## config.mk

```make
export PLATFORM = sky130hd
export DESIGN_NAME = scc_clock_control
export DESIGN_NICKNAME = d
export VERILOG_FILES = /design/src/hdl/scc_clock_control.v /design/src/hdl/scc_glitch_free_mux.v
export VERILOG_INCLUDE_DIRS = /design/src /design/src/hdl
export SDC_FILE = /design/constraint.sdc
export NUM_CORES = 1
export LEC_CHECK = 0
export BUFFER_PORTS_ARGS = -buffer_cell sky130_fd_sc_hd__buf_2
export CORE_MARGIN = 5
export CORE_UTILIZATION = 50
export CTS_BUF_LIST = sky130_fd_sc_hd__clkbuf_16
export CTS_CLUSTER_DIAMETER = 80
export CTS_CLUSTER_SIZE = 30
export DETAILED_ROUTE_END_ITERATION = 10
export PLACE_DENSITY_LB_ADDON = 0.05
export SYNTH_ARGS = -nofsm -noshare
export SYNTH_HDL_FRONTEND = slang
export SYNTH_HIERARCHICAL = 1
export SYNTH_SLANG_ARGS = --single-unit
export TNS_END_PERCENT = 50
```

## constraint.sdc

```tcl
create_clock -name CLOCK -period 2.6 [get_ports CLOCK]
set_clock_uncertainty 0.05 [all_clocks]
set_input_delay 0.26 -clock CLOCK [delete_from_list [all_inputs] [get_ports CLOCK]]
set_output_delay 0.26 -clock CLOCK [all_outputs]
set_load 0.02 [all_outputs]
```

## src/hdl/scc_consts.vh

```
`ifndef SCC_CONSTS_VH
`define SCC_CONSTS_VH
`define SCC_ADDR_CONTROL 8'hB2
`define SCC_CONTROL_RESET 8'h04
`define SCC_BIT_MCD_EN 7
`define SCC_BIT_FREQ_READY 4
`define SCC_BIT_SRC_SEL 3
`define SCC_BIT_OSC_EN 2
`define SCC_WRITE_MASK 8'h8F
`define SCC_CLK_NS 4
// Time for the internal oscillator to settle after enable or retune, in ns
`define SCC_SETTLE_NS 1000
`define SCC_SETTLE_CYC ((`SCC_SETTLE_NS + `SCC_CLK_NS - 1) / `SCC_CLK_NS)
// Longest gap without an edge of the chosen source before reset, in ns
`define SCC_MISS_NS 400
`define SCC_MISS_CYC (`SCC_MISS_NS / `SCC_CLK_NS)
`endif

```

## src/hdl/scc_clock_control.v

```verilog
`include "scc_consts.vh"
`default_nettype none
// Internal oscillator modelled as a divider of CLOCK issuing tick pulses;
// the external oscillator arrives as synchronous edge pulses.
module scc_clock_control
#(
    parameter SETTLE_CYC = `SCC_SETTLE_CYC,
    parameter MISS_CYC = `SCC_MISS_CYC
)
(
    input wire CLOCK,
    input wire RST,
    input wire RST_PIN_N,
    input wire SFR_WR,
    input wire SFR_RD,
    input wire [7:0] SFR_ADDR,
    input wire [7:0] SFR_WDATA,
    input wire EXT_OSC_TICK,
    output reg [7:0] SFR_RDATA,
    output reg SYSCLK_TICK,
    output reg SYSCLK_IS_EXT,
    output reg INT_OSC_RUNNING,
    output reg EXT_DRIVE_EN,
    output reg MCD_RESET
);
    // Stored control fields; bits 6-5 have no flop behind them
    reg mcd_en_q;
    reg src_sel_q;
    reg osc_en_q;
    reg [1:0] freq_sel_q;
    reg ready_q;
    reg [15:0] settle_q;
    // Oscillator model and watch counters
    reg [3:0] div_q;
    reg int_tick_q;
    reg [15:0] miss_q;
    // Decode and qualifier nets
    wire any_rst;
    wire stop;
    wire mux_tick;
    wire mux_b;
    wire hit;
    wire wr_ctrl;
    wire rd_ctrl;
    wire retune;
    wire [7:0] ctrl_view;

    // Divide-by count for the selected internal speed (2/4/8/16 MHz steps).
    // The ratios keep the 1:2:4:8 spacing, scaled down to CLOCK.
    function [3:0] scc_div_limit;
        input [1:0] f;
        begin
            case (f)
                2'b00: scc_div_limit = 4'hF;
                2'b01: scc_div_limit = 4'h7;
                2'b10: scc_div_limit = 4'h3;
                default: scc_div_limit = 4'h1;
            endcase
        end
    endfunction

    ////////////////////////////////////////////////////////////////////////
    // Register decode; only the control byte lives here, any other
    // address belongs to the rest of the register space and reads 0
    assign hit = (SFR_ADDR == `SCC_ADDR_CONTROL);
    assign wr_ctrl = SFR_WR & hit;
    assign rd_ctrl = SFR_RD & hit;
    assign any_rst = RST | ~RST_PIN_N | MCD_RESET;
    assign stop = ~RST_PIN_N;

    // Retune restarts settling
    // A write that changes the speed or drops the enable clears the flag
    // at the same edge as the fields change, never one edge later
    assign retune = wr_ctrl &
                    ((SFR_WDATA[1:0] != freq_sel_q) |
                     ~SFR_WDATA[`SCC_BIT_OSC_EN]);

    // Unused read zero
    // Read image of the control byte; bit 4 is live status
    assign ctrl_view = {mcd_en_q, 2'b00, ready_q, src_sel_q, osc_en_q,
                        freq_sel_q};

    ////////////////////////////////////////////////////////////////////////
    // Control register; reserved bits never stored. The pin and the
    // detector reset it as well, so with the detector enabled a lost
    // crystal falls back to the internal oscillator.
    always @(posedge CLOCK)
    begin
        if (any_rst)
        begin
            mcd_en_q <= 1'b0;
            src_sel_q <= 1'b0;
            osc_en_q <= 1'b1;
            freq_sel_q <= 2'b00;
        end
        else if (wr_ctrl)
        begin
            mcd_en_q <= SFR_WDATA[`SCC_BIT_MCD_EN];
            src_sel_q <= SFR_WDATA[`SCC_BIT_SRC_SEL];
            osc_en_q <= SFR_WDATA[`SCC_BIT_OSC_EN];
            freq_sel_q <= SFR_WDATA[1:0];
        end
    end

    ////////////////////////////////////////////////////////////////////////
    // Internal oscillator: divider runs only while enabled and not held.
    // The divider restarts from zero, so the first tick after an enable
    // comes one full period later, never a short one.
    always @(posedge CLOCK)
    begin
        if (RST || stop || !osc_en_q)
        begin
            div_q <= 4'h0;
            int_tick_q <= 1'b0;
        end
        else if (div_q >= scc_div_limit(freq_sel_q))
        begin
            div_q <= 4'h0;
            int_tick_q <= 1'b1;
        end
        else
        begin
            div_q <= div_q + 4'h1;
            int_tick_q <= 1'b0;
        end
    end

    ////////////////////////////////////////////////////////////////////////
    // Ready flag drops on any enable or frequency change and on restart.
    // Every reset source clears the settle count, so settling starts over
    // after the pin and after the detector as well.
    always @(posedge CLOCK)
    begin
        if (any_rst || !osc_en_q || retune)
        begin
            settle_q <= 16'h0;
            ready_q <= 1'b0;
        end
        else if (settle_q >= SETTLE_CYC[15:0] - 16'h1)
            ready_q <= 1'b1;
        else
            settle_q <= settle_q + 16'h1;
    end

    ////////////////////////////////////////////////////////////////////////
    // A source switch waits for one tick of the old and one of the new
    // source; a dead target source therefore leaves no clock at all.
    // Source select
    scc_glitch_free_mux u_mux
    (
        .clk(CLOCK),
        .rst(any_rst),
        .sel(src_sel_q),
        .tick_a(int_tick_q),
        .tick_b(EXT_OSC_TICK & ~stop),
        .tick_out(mux_tick),
        .active_b(mux_b)
    );

    ////////////////////////////////////////////////////////////////////////
    // Missing clock watch on the delivered clock; only when enabled.
    // The watch sees the muxed tick, so the quiet gap of a source switch
    // counts too; MISS_CYC must cover one period of each source.
    // The pulse clears itself and resets the control register.
    always @(posedge CLOCK)
    begin
        if (RST || stop || MCD_RESET || !mcd_en_q || mux_tick)
        begin
            miss_q <= 16'h0;
            MCD_RESET <= 1'b0;
        end
        else if (miss_q >= MISS_CYC[15:0] - 16'h1)
            MCD_RESET <= 1'b1;
        else
            miss_q <= miss_q + 16'h1;
    end

    ////////////////////////////////////////////////////////////////////////
    // Delivered clock and its source, one flop after the mux
    always @(posedge CLOCK)
    begin
        if (RST)
        begin
            SYSCLK_TICK <= 1'b0;
            SYSCLK_IS_EXT <= 1'b0;
        end
        else
        begin
            SYSCLK_TICK <= mux_tick;
            SYSCLK_IS_EXT <= mux_b;
        end
    end

    ////////////////////////////////////////////////////////////////////////
    // Oscillator run states; the pin holds both off at the next edge
    always @(posedge CLOCK)
    begin
        if (RST)
        begin
            INT_OSC_RUNNING <= 1'b0;
            EXT_DRIVE_EN <= 1'b0;
        end
        else
        begin
            INT_OSC_RUNNING <= osc_en_q & ~stop;
            EXT_DRIVE_EN <= ~stop;
        end
    end

    ////////////////////////////////////////////////////////////////////////
    // Read data stands one cycle after the strobe, zero otherwise
    always @(posedge CLOCK)
    begin
        if (RST)
            SFR_RDATA <= 8'h00;
        else if (rd_ctrl)
            SFR_RDATA <= ctrl_view;
        else
            SFR_RDATA <= 8'h00;
    end
endmodule // scc_clock_control
`default_nettype wire

```

## src/hdl/scc_glitch_free_mux.v

```verilog
`default_nettype none
// Switches between two enable streams; the old source is stopped at its
// own tick before the new one is allowed, so no phase is cut short.
module scc_glitch_free_mux
(
    input wire clk,
    input wire rst,
    input wire sel,
    input wire tick_a,
    input wire tick_b,
    output reg tick_out,
    output reg active_b
);
    reg own_a_q;
    reg own_b_q;

    ////////////////////////////////////////////////////////////////////////
    // Break before make
    always @(posedge clk)
    begin
        if (rst)
        begin
            own_a_q <= 1'b1;
            own_b_q <= 1'b0;
            tick_out <= 1'b0;
            active_b <= 1'b0;
        end
        else
        begin
            // Release only on a tick so the current phase completes
            if (own_a_q && sel && tick_a)
                own_a_q <= 1'b0;
            else if (!own_a_q && !own_b_q && !sel && tick_a)
                own_a_q <= 1'b1;
            if (own_b_q && !sel && tick_b)
                own_b_q <= 1'b0;
            else if (!own_a_q && !own_b_q && sel && tick_b)
                own_b_q <= 1'b1;
            tick_out <= (own_a_q & tick_a) | (own_b_q & tick_b);
            active_b <= own_b_q;
        end
    end
endmodule // scc_glitch_free_mux
`default_nettype wire

```

## After elaboration in Yosys (flattened, before gate mapping)

Cells that the tools add are included.

- Add/subtract/negate cells: 3
- Order comparisons: 3
- Equality and inequality tests: 4
- Muxes and demuxes: 5
- Bitwise logic cells: 14
- Reduce and logical (&&, ||, !) cells: 26

Operators by type and width:

| operator | number |
|---|---|
| $add 16x1->16 const B | 2 |
| $ge 16x7->1 const B | 1 |
| $ge 16x8->1 const B | 1 |
| $pmux 4 s3 | 1 |
| $logic_and 1x1->1 | 9 |
| $eq 8x8->1 const B | 1 |
| $and 1x1->1 | 7 |
| $logic_or 1x1->1 | 7 |
| $reduce_or 2->1 | 3 |
| $logic_not 1->1 | 5 |
| $add 4x1->4 const B | 1 |
| $ge 4x4->1 | 1 |
| $mux 4 | 1 |
| $or 1x1->1 | 4 |
| $mux 1 | 3 |
| $not 1->1 | 3 |
| $eq 2x1->1 const B | 1 |
| $eq 2x2->1 const B | 1 |
| $logic_not 2->1 | 1 |
| $ne 2x2->1 | 1 |
| $reduce_bool 2->1 | 1 |

- Bits in registers: 60
- Input bits: 22
- Output and inout port bits: 13
- Logic and storage cells: 75

## Logic depth before layout (Yosys ltp)

Gate-level depths: netlist of the first run.

- Depth in word-level cells: 6
- Gate-level depth with buffers: 6
- Depth with buffers taken out: 6

## Hierarchy

Netlist of the first run, hierarchy kept.

By module, submodules not included:

| module | instances | cells an instance | area an instance (µm²) | sequential area each (µm²) |
|---|---|---|---|---|
| scc_clock_control | 1 | 215 | 2,165.8 | 1,081.0 |
| scc_glitch_free_mux | 1 | 15 | 146.4 | 80.1 |

## Worst setup path before layout of the first run

OpenSTA, ideal clock, no wires.

- Path type: reg-to-reg
- Start point: reg settle_q[1]
- End point: reg settle_q[4]
- Library setup time: 0.122 ns
- Arrival time: 1.562 ns
- Data required time: 2.428 ns
- Slack: 0.867 ns
- Cell stages (with the launch flop): 7
- Period minus slack after synthesis: 1.733 ns
- Path through: dfxtp_1 > inv_1 > ha_1 > or3b_2 > nand3_1 > nand2_1 > o311a_1

- Longest elaborated chain between the ends: 1

Ends and longest elaborated chain:

| item | line | RTL |
|---|---|---|
| start: declaration | scc_clock_control.v:32 | `reg [15:0] settle_q;` |
| start signal: assignment | scc_clock_control.v:142 | `settle_q <= settle_q + 16'h1;` |
| $add 16x1->16 / $ge 16x8->1 (equally long branches) | scc_clock_control.v:142, scc_clock_control.v:139 |  |

Parallel ways exist; a longest one is shown, timed or not.
A chain may end at the register's enable or synchronous reset.

## Worst setup path after layout of the first run

Ends and elaborated chain as after synthesis.

==> out/results.tsv, run 1 <==
metric	value	unit
wl_per_cell	12.90	um
fmax	513.8	MHz
min_to	SYSCLK_TICK$_SDFF_PP0_	
min_period	1946	ps
hold_viol_final	0	
synth_warnings	6	
grt_max_degree	13	
synthMuxAreaShare	2.165	%
drcViolationCount	0	
setup_viol	0	
cap_violations	0	
whs_path_depth	2	
crit_buf_inv	1	
p_leak	1.254	nW
fp-row-count	24	
detail-route-antenna-nets	0	
nets	297	
vias	1677	
place.port_buffers	29	
cts_made_buffers	9	
critical_path_arrival	2100	ps
cp_top_family	simple AND/OR/NAND/NOR gates	
async_flop_share	0	%
place_congestion	0.7549	
p_sw	411.9	uW
cts_root_buf	clkbuf_16	
totalWireLength	4.178	mm
start_util	52.38	%
worstSetupEndpointType	flop	
irDropWorstVdd	0.5092	mV
dieArea	0.006085	mm^2
cp_max_fo	6	
ys_ff_latch	58	
dpl-instance-area	0.002500	mm^2
post_cts_resized	0	
vias_per_cell	5.176	
critical_path.max_stage_delay	490	ps
antenna_cells	0	
finalSetupTns	0	ps
path_class	reg2reg	
cts_max_level	3	
finalPower	2.254	mW
synth_adder_area_share	4.329	%
crit_chain	inv_1, ha_1, or3b_2, nand3_1, nand2_1, o311a_1	
postSynthAreaPerCell	10.05	um^2
rsz0062_at_grt	false	
synth_flop_cell	dfxtp_1	
hold_start	RST	
die_w	78.01	um
synth-edff-count	0	
startpoint_type	flop	
synth-xor-area-share	1.515	%
p_int	1.842	mW
cts_setup_buffers	0	
synthSimpleGateAreaFrac	26.19	%
synth_top_family_by_area	simple AND/OR/NAND/NOR gates	
comb_power_share	2.2	%
r2r-end	settle_q[4]$_SDFFE_PP0N_	
critPathSlowestCell	or3b_2	
netlist-cell-type-count	53	
first_pass_iters	4	
stdcell_area	0.002834	mm^2
syn_inst	230	
cts.sinks	58	
cts_tree	yes	
num_io_pins	35	
ys_seq_area_share	50.22	%
switching_share	18.28	%
syn-cell-area	0.002312	mm^2
synth_compound_area_share	12.34	%
cts.path.max_buffers	2	
die_h	78.01	um
drive_gt1_share	21.32	%
core_area	0.004414	mm^2
hold_buffers	0	
syn_to_final_growth	22.57	%
rrSetupSlack	650	ps
clk_pin_slew_worst_paths	50	ps
powerDensity	795.2	mW/mm^2
grt_pass1_vias	1595	
insertion_delay	320	ps
final_cell_mix	58 x dfxtp_1, 29 x buf_2, 25 x and2_1	
cp.required	2760	ps
slew_viol_final	0	
finalCritPeriodShare	74.86	%
dpl.hpwl	2.913	mm
clock_power_share	57.9	%
hold_class	in2reg	
r2r_start	settle_q[1]$_SDFFE_PP0N_	
antenna_found_initial	0	
grt_use_total	15.08	%
grt_pass1_wl	7.100	mm
fillers	352	
grt_overflow	0	
r2r_cells	6	
first_iter_violations	47	
status	finished, final reports clean	
final_common_cell	dfxtp_1	
seqPwrFrac	39.9	%
==> synthesized netlist by cell type (all sizes together), types with 3 or more instances <==
cell type | count | share of area [%]
a21oi | 12 | 2.6
and2 | 25 | 6.8
and3 | 6 | 1.7
buf | 3 | 1.1
dfxtp | 58 | 50
ha | 8 | 4.3
inv | 10 | 1.6
mux2i | 5 | 2.2
nand2 | 8 | 1.3
nand3 | 12 | 2.6
nor2 | 17 | 2.9
nor2b | 3 | 0.81
nor3 | 4 | 0.87
nor4 | 3 | 1.7
o21ai | 5 | 1.1
o31ai | 4 | 1.3
or4 | 6 | 2.1
xnor2 | 3 | 1.1
==> sequential cells by signal, indices dropped and copies added, names as in the netlist, 2 cells and up <==
signal and count:
settle_q 16, miss_q 16, SFR_RDATA 6, freq_sel_q 2, div_q 4
==> worst max-delay path by stage <==
stage	slack [ps]	startpoint	to	cells past startpoint
finish	650	settle_q[1]$_SDFFE_PP0N_	settle_q[4]$_SDFFE_PP0N_	6
global route	550	settle_q[1]$_SDFFE_PP0N_	settle_q[4]$_SDFFE_PP0N_	6
CTS	650	settle_q[1]$_SDFFE_PP0N_	settle_q[4]$_SDFFE_PP0N_	6
detailed placement	680	settle_q[1]$_SDFFE_PP0N_	settle_q[4]$_SDFFE_PP0N_	6
global placement	710	settle_q[1]$_SDFFE_PP0N_	settle_q[4]$_SDFFE_PP0N_	6
floorplan	870	settle_q[1]$_SDFFE_PP0N_	settle_q[4]$_SDFFE_PP0N_	6
==> through the flow <==
| stage | util [%] | worst slack, ps | hold slack (ps) | instances |
|---|---|---|---|---|
| after CTS | 64.20 | 649.2 | 77.12 | 324 |
| final | 64.20 | 653.7 | 92.67 | 324 |
| after global placement | 56.63 | 708.9 | 365.9 | 308 |
| after detailed placement | 56.63 | 684.0 | 388.7 | 308 |
| after floorplan | - | 866.5 | 281.6 | 231 |
| after global routing | 64.20 | 551.8 | 99.65 | 324 |
==> layout make-up <==
class,instances,area [um^2],area share (%)
Clock buffer,9,225.2,7.947
Clock inverter,7,108.9,3.841
Inverter,10,37.54,1.325
Multi-Input combinational cell,158,1084,38.23
Sequential cell,58,1161,40.97
Tap cell,52,65.06,2.296
Timing Repair Buffer,30,152.6,5.386
==> worst reg2reg max path: cells and delay by family (launching register included) <==
kind                     cells  cell delay, ps
flip-flops                   1             380
AND/OR/NAND/NOR              3             870
buffers and inverters        1              80
AO/OA/AOI/OAI                1             290
adder cells (fa/ha/maj)      1             170
==> cell families after synthesis <==
family / count (synthesis)
mux: 5
buf+inv: 15
fa+ha+maj: 8
other cells: 1
xor+xnor: 4
flops: 58
simple gates: 100
compound gates: 39
==> layer usage <==
metal | up-vias | routed length [um] | GRT usage [%]
met1 | 753 | 1955 | 16.75
li1 | 891 | - | -
met5 | - | 0 | 0
met2 | 24 | 1916 | 23.62
met4 | 0 | 97 | 9.628
met3 | 9 | 208 | 6.366
==> power groups by stage <==
stage	sequential [mW]	clock, mW	combinational (mW)
detailed placement	0.917	0	0.0499
finish	0.899	1.30	0.0498
floorplan	0.918	0	0.0276
CTS	0.899	1.34	0.0507
global route	0.899	1.37	0.0566
global placement	0.917	0	0.0497
Power figures use the tool's default switching activity.
==> run 2: changes to the inputs <==
--- a/config.mk
+++ b/config.mk
@@ -6,6 +6,7 @@
 export SDC_FILE = /design/constraint.sdc
 export NUM_CORES = 1
 export LEC_CHECK = 0
+export ABC_AREA = 1
 export BUFFER_PORTS_ARGS = -buffer_cell sky130_fd_sc_hd__buf_2
 export CORE_MARGIN = 5
 export CORE_UTILIZATION = 50
==> constraint.sdc (replaced) <==
create_clock -name CLOCK -period 1.7 [get_ports CLOCK]
set_clock_uncertainty 0.05 [all_clocks]
set_input_delay 0.17 -clock CLOCK [delete_from_list [all_inputs] [get_ports CLOCK]]
set_output_delay 0.17 -clock CLOCK [all_outputs]
set_load 0.02 [all_outputs]
==> out/results.tsv, run 2 <==
metric	value	unit
nets	389	
final_cell_mix	62 x nand2_1, 60 x inv_1, 58 x dfxtp_1	
cts_made_buffers	9	
grt_pass1_vias	1803	
grt_overflow	0	
antenna_found_initial	0	
detail-route-antenna-nets	0	
wl_per_cell	9.663	um
irDropWorstVdd	0.5664	mV
vias_per_cell	4.565	
setup_slack	235.7	ps
syn-cell-area	0.002506	mm^2
ys_seq_area_share	46.33	%
start_util	52.37	%
core_area	0.004786	mm^2
dp.cells	415	
hold_buffers	0	
grt_use_total	14.46	%
postSynthAreaPerCell	7.759	um^2
cts_root_buf	clkbuf_16	
drcViolationCount	0	
cap_violations	0	
synth_warnings	6	
slew_viol_final	0	
dpl.hpwl	3.107	mm
netlist-cell-type-count	26	
die_w	80.80	um
synthTopCellsByCount	62 x nand2_1, 58 x dfxtp_1, 58 x inv_1, 38 x nor2_1, 22 x a21oi_1	
yosysTopAreaCellShare	46.33	%
worstSetupEndpointType	flop	
finalPower	2.952	mW
cts.sinks	58	
insertion_delay	310	ps
top_regs	miss_q: 16 flops, settle_q: 16 flops, SFR_RDATA: 6 flops	
num_io_pins	35	
clk_pin_slew_worst_paths	50	ps
async_flop_share	0	%
cts_setup_buffers	0	
totalWireLength	4.155	mm
whs_path_depth	2	
finalCritPeriodShare	86.14	%
cp.required	1840	ps
antenna_cells	0	
status	finished, final reports clean	
grt_max_degree	18	
ys_ff_latch	58	
setup_viol	0	
post_cts_resized	0	
cts_tree	yes	
hold_viol_final	0	
rrSetupSlack	240	ps
grt_pass1_wl	7.327	mm
drive_gt1_share	20.11	%
fmax	682.9	MHz
r2r_cells	7	
cts_max_level	3	
yosysMostFrequentCell	nand2_1	
yosysTopAreaCell	dfxtp_1	
cp_max_fo	8	
powerDensity	1004	mW/mm^2
finalSetupTns	0	ps
path_class	reg2reg	
place.port_buffers	29	
die_h	80.80	um
place_congestion	0.7372	
critical_path_arrival	1610	ps
layout.cells.non_filler	430	
synth-edff-count	0	
first_pass_iters	4	
vias	1963	
p_leak	1.294	nW
fp-row-count	25	
dpl-instance-area	0.002689	mm^2
startpoint_type	flop	
first_iter_violations	61	
cts.path.max_buffers	2	
hold_class	in2reg	
dieArea	0.006528	mm^2
preCtsSetupSlack	238.3	ps
timing.hold.ws	45.52	ps
synth_flop_cell	dfxtp_1	
rsz0062_at_grt	false	
final_common_cell	nand2_1	
stdcell_area	0.002942	mm^2
syn_to_final_growth	17.37	%
synth_area_leaders	dfxtp_1 46%, nand2_1 9.3%, inv_1 8.7%	
fin_util	61.46	%
min_period	1464	ps
syn_inst	323	
-- run 2: changes by cell type after synthesis, moves of 5 or more --
cell | before | now
and3_1 | 5 | 0
nand2_1 | 8 | 62
a21oi_1 | 12 | 22
nor2_1 | 16 | 38
nand3_1 | 12 | 20
nor2_2 | 1 | 14
or4_1 | 5 | 0
and2_1 | 25 | 0
mux2i_1 | 5 | 0
inv_1 | 10 | 58
-- run 2: cell type report --
| class | instances | area, um^2 |
|---|---|---|
| Fill cell | 457 | 1844 |
| Sequential cell | 58 | 1161 |
| Multi-Input combinational cell | 201 | 1074 |
| Clock buffer | 9 | 225.2 |
| Inverter | 60 | 225.2 |
| Timing Repair Buffer | 29 | 145.1 |
| Tap cell | 67 | 83.83 |
| Clock inverter | 6 | 27.53 |
-- run 2: worst paths after layout --
check                                 start                        to
setup / recovery     miss_q[0]$_SDFFE_PP0N_    miss_q[0]$_SDFFE_PP0N_
hold / removal                          RST  SYSCLK_IS_EXT$_SDFF_PP0_
setup reg to reg     miss_q[0]$_SDFFE_PP0N_    miss_q[0]$_SDFFE_PP0N_
hold reg to reg   u_mux/active_b$_SDFF_PP0_  SYSCLK_IS_EXT$_SDFF_PP0_
-- run 2: worst max-delay path, stage by stage, from the launching register on --
cell and delay [ps]:
dfxtp_1 340, ha_1 280, nor2_1 110, nand2_1 70, nand2_2 150, nand3_2 190, nand2_1 110, a21oi_1 60
-- run 2: layer usage --
layer / track usage, % / wire length [um]
met1: 16.82 / 2058
met2: 23.34 / 1865
met3: 6.208 / 182
met4: 6.081 / 48
met5: 0 / 0
-- run 2: logic make-up (layout without fill, tap and decap cells) --
kind of cell	Yosys count	count (layout)	synth area share, %
buf+inv	65	104	10.98
other cells	1	2	0.1496
simple gates	149	149	28.26
compound gates	34	34	7.489
xor+xnor	8	8	2.796
fa+ha+maj	8	8	3.994
flops	58	58	46.33
-- run 2: power breakdown --
| group | switching [mW] | leakage (nW) | total (mW) | internal, mW |
|---|---|---|---|---|
| registers | 0.00520 | 0.468 | 1.38 | 1.37 |
| clock network | 0.537 | 0.137 | 1.49 | 0.950 |
| logic | 0.0550 | 0.689 | 0.0896 | 0.0345 |
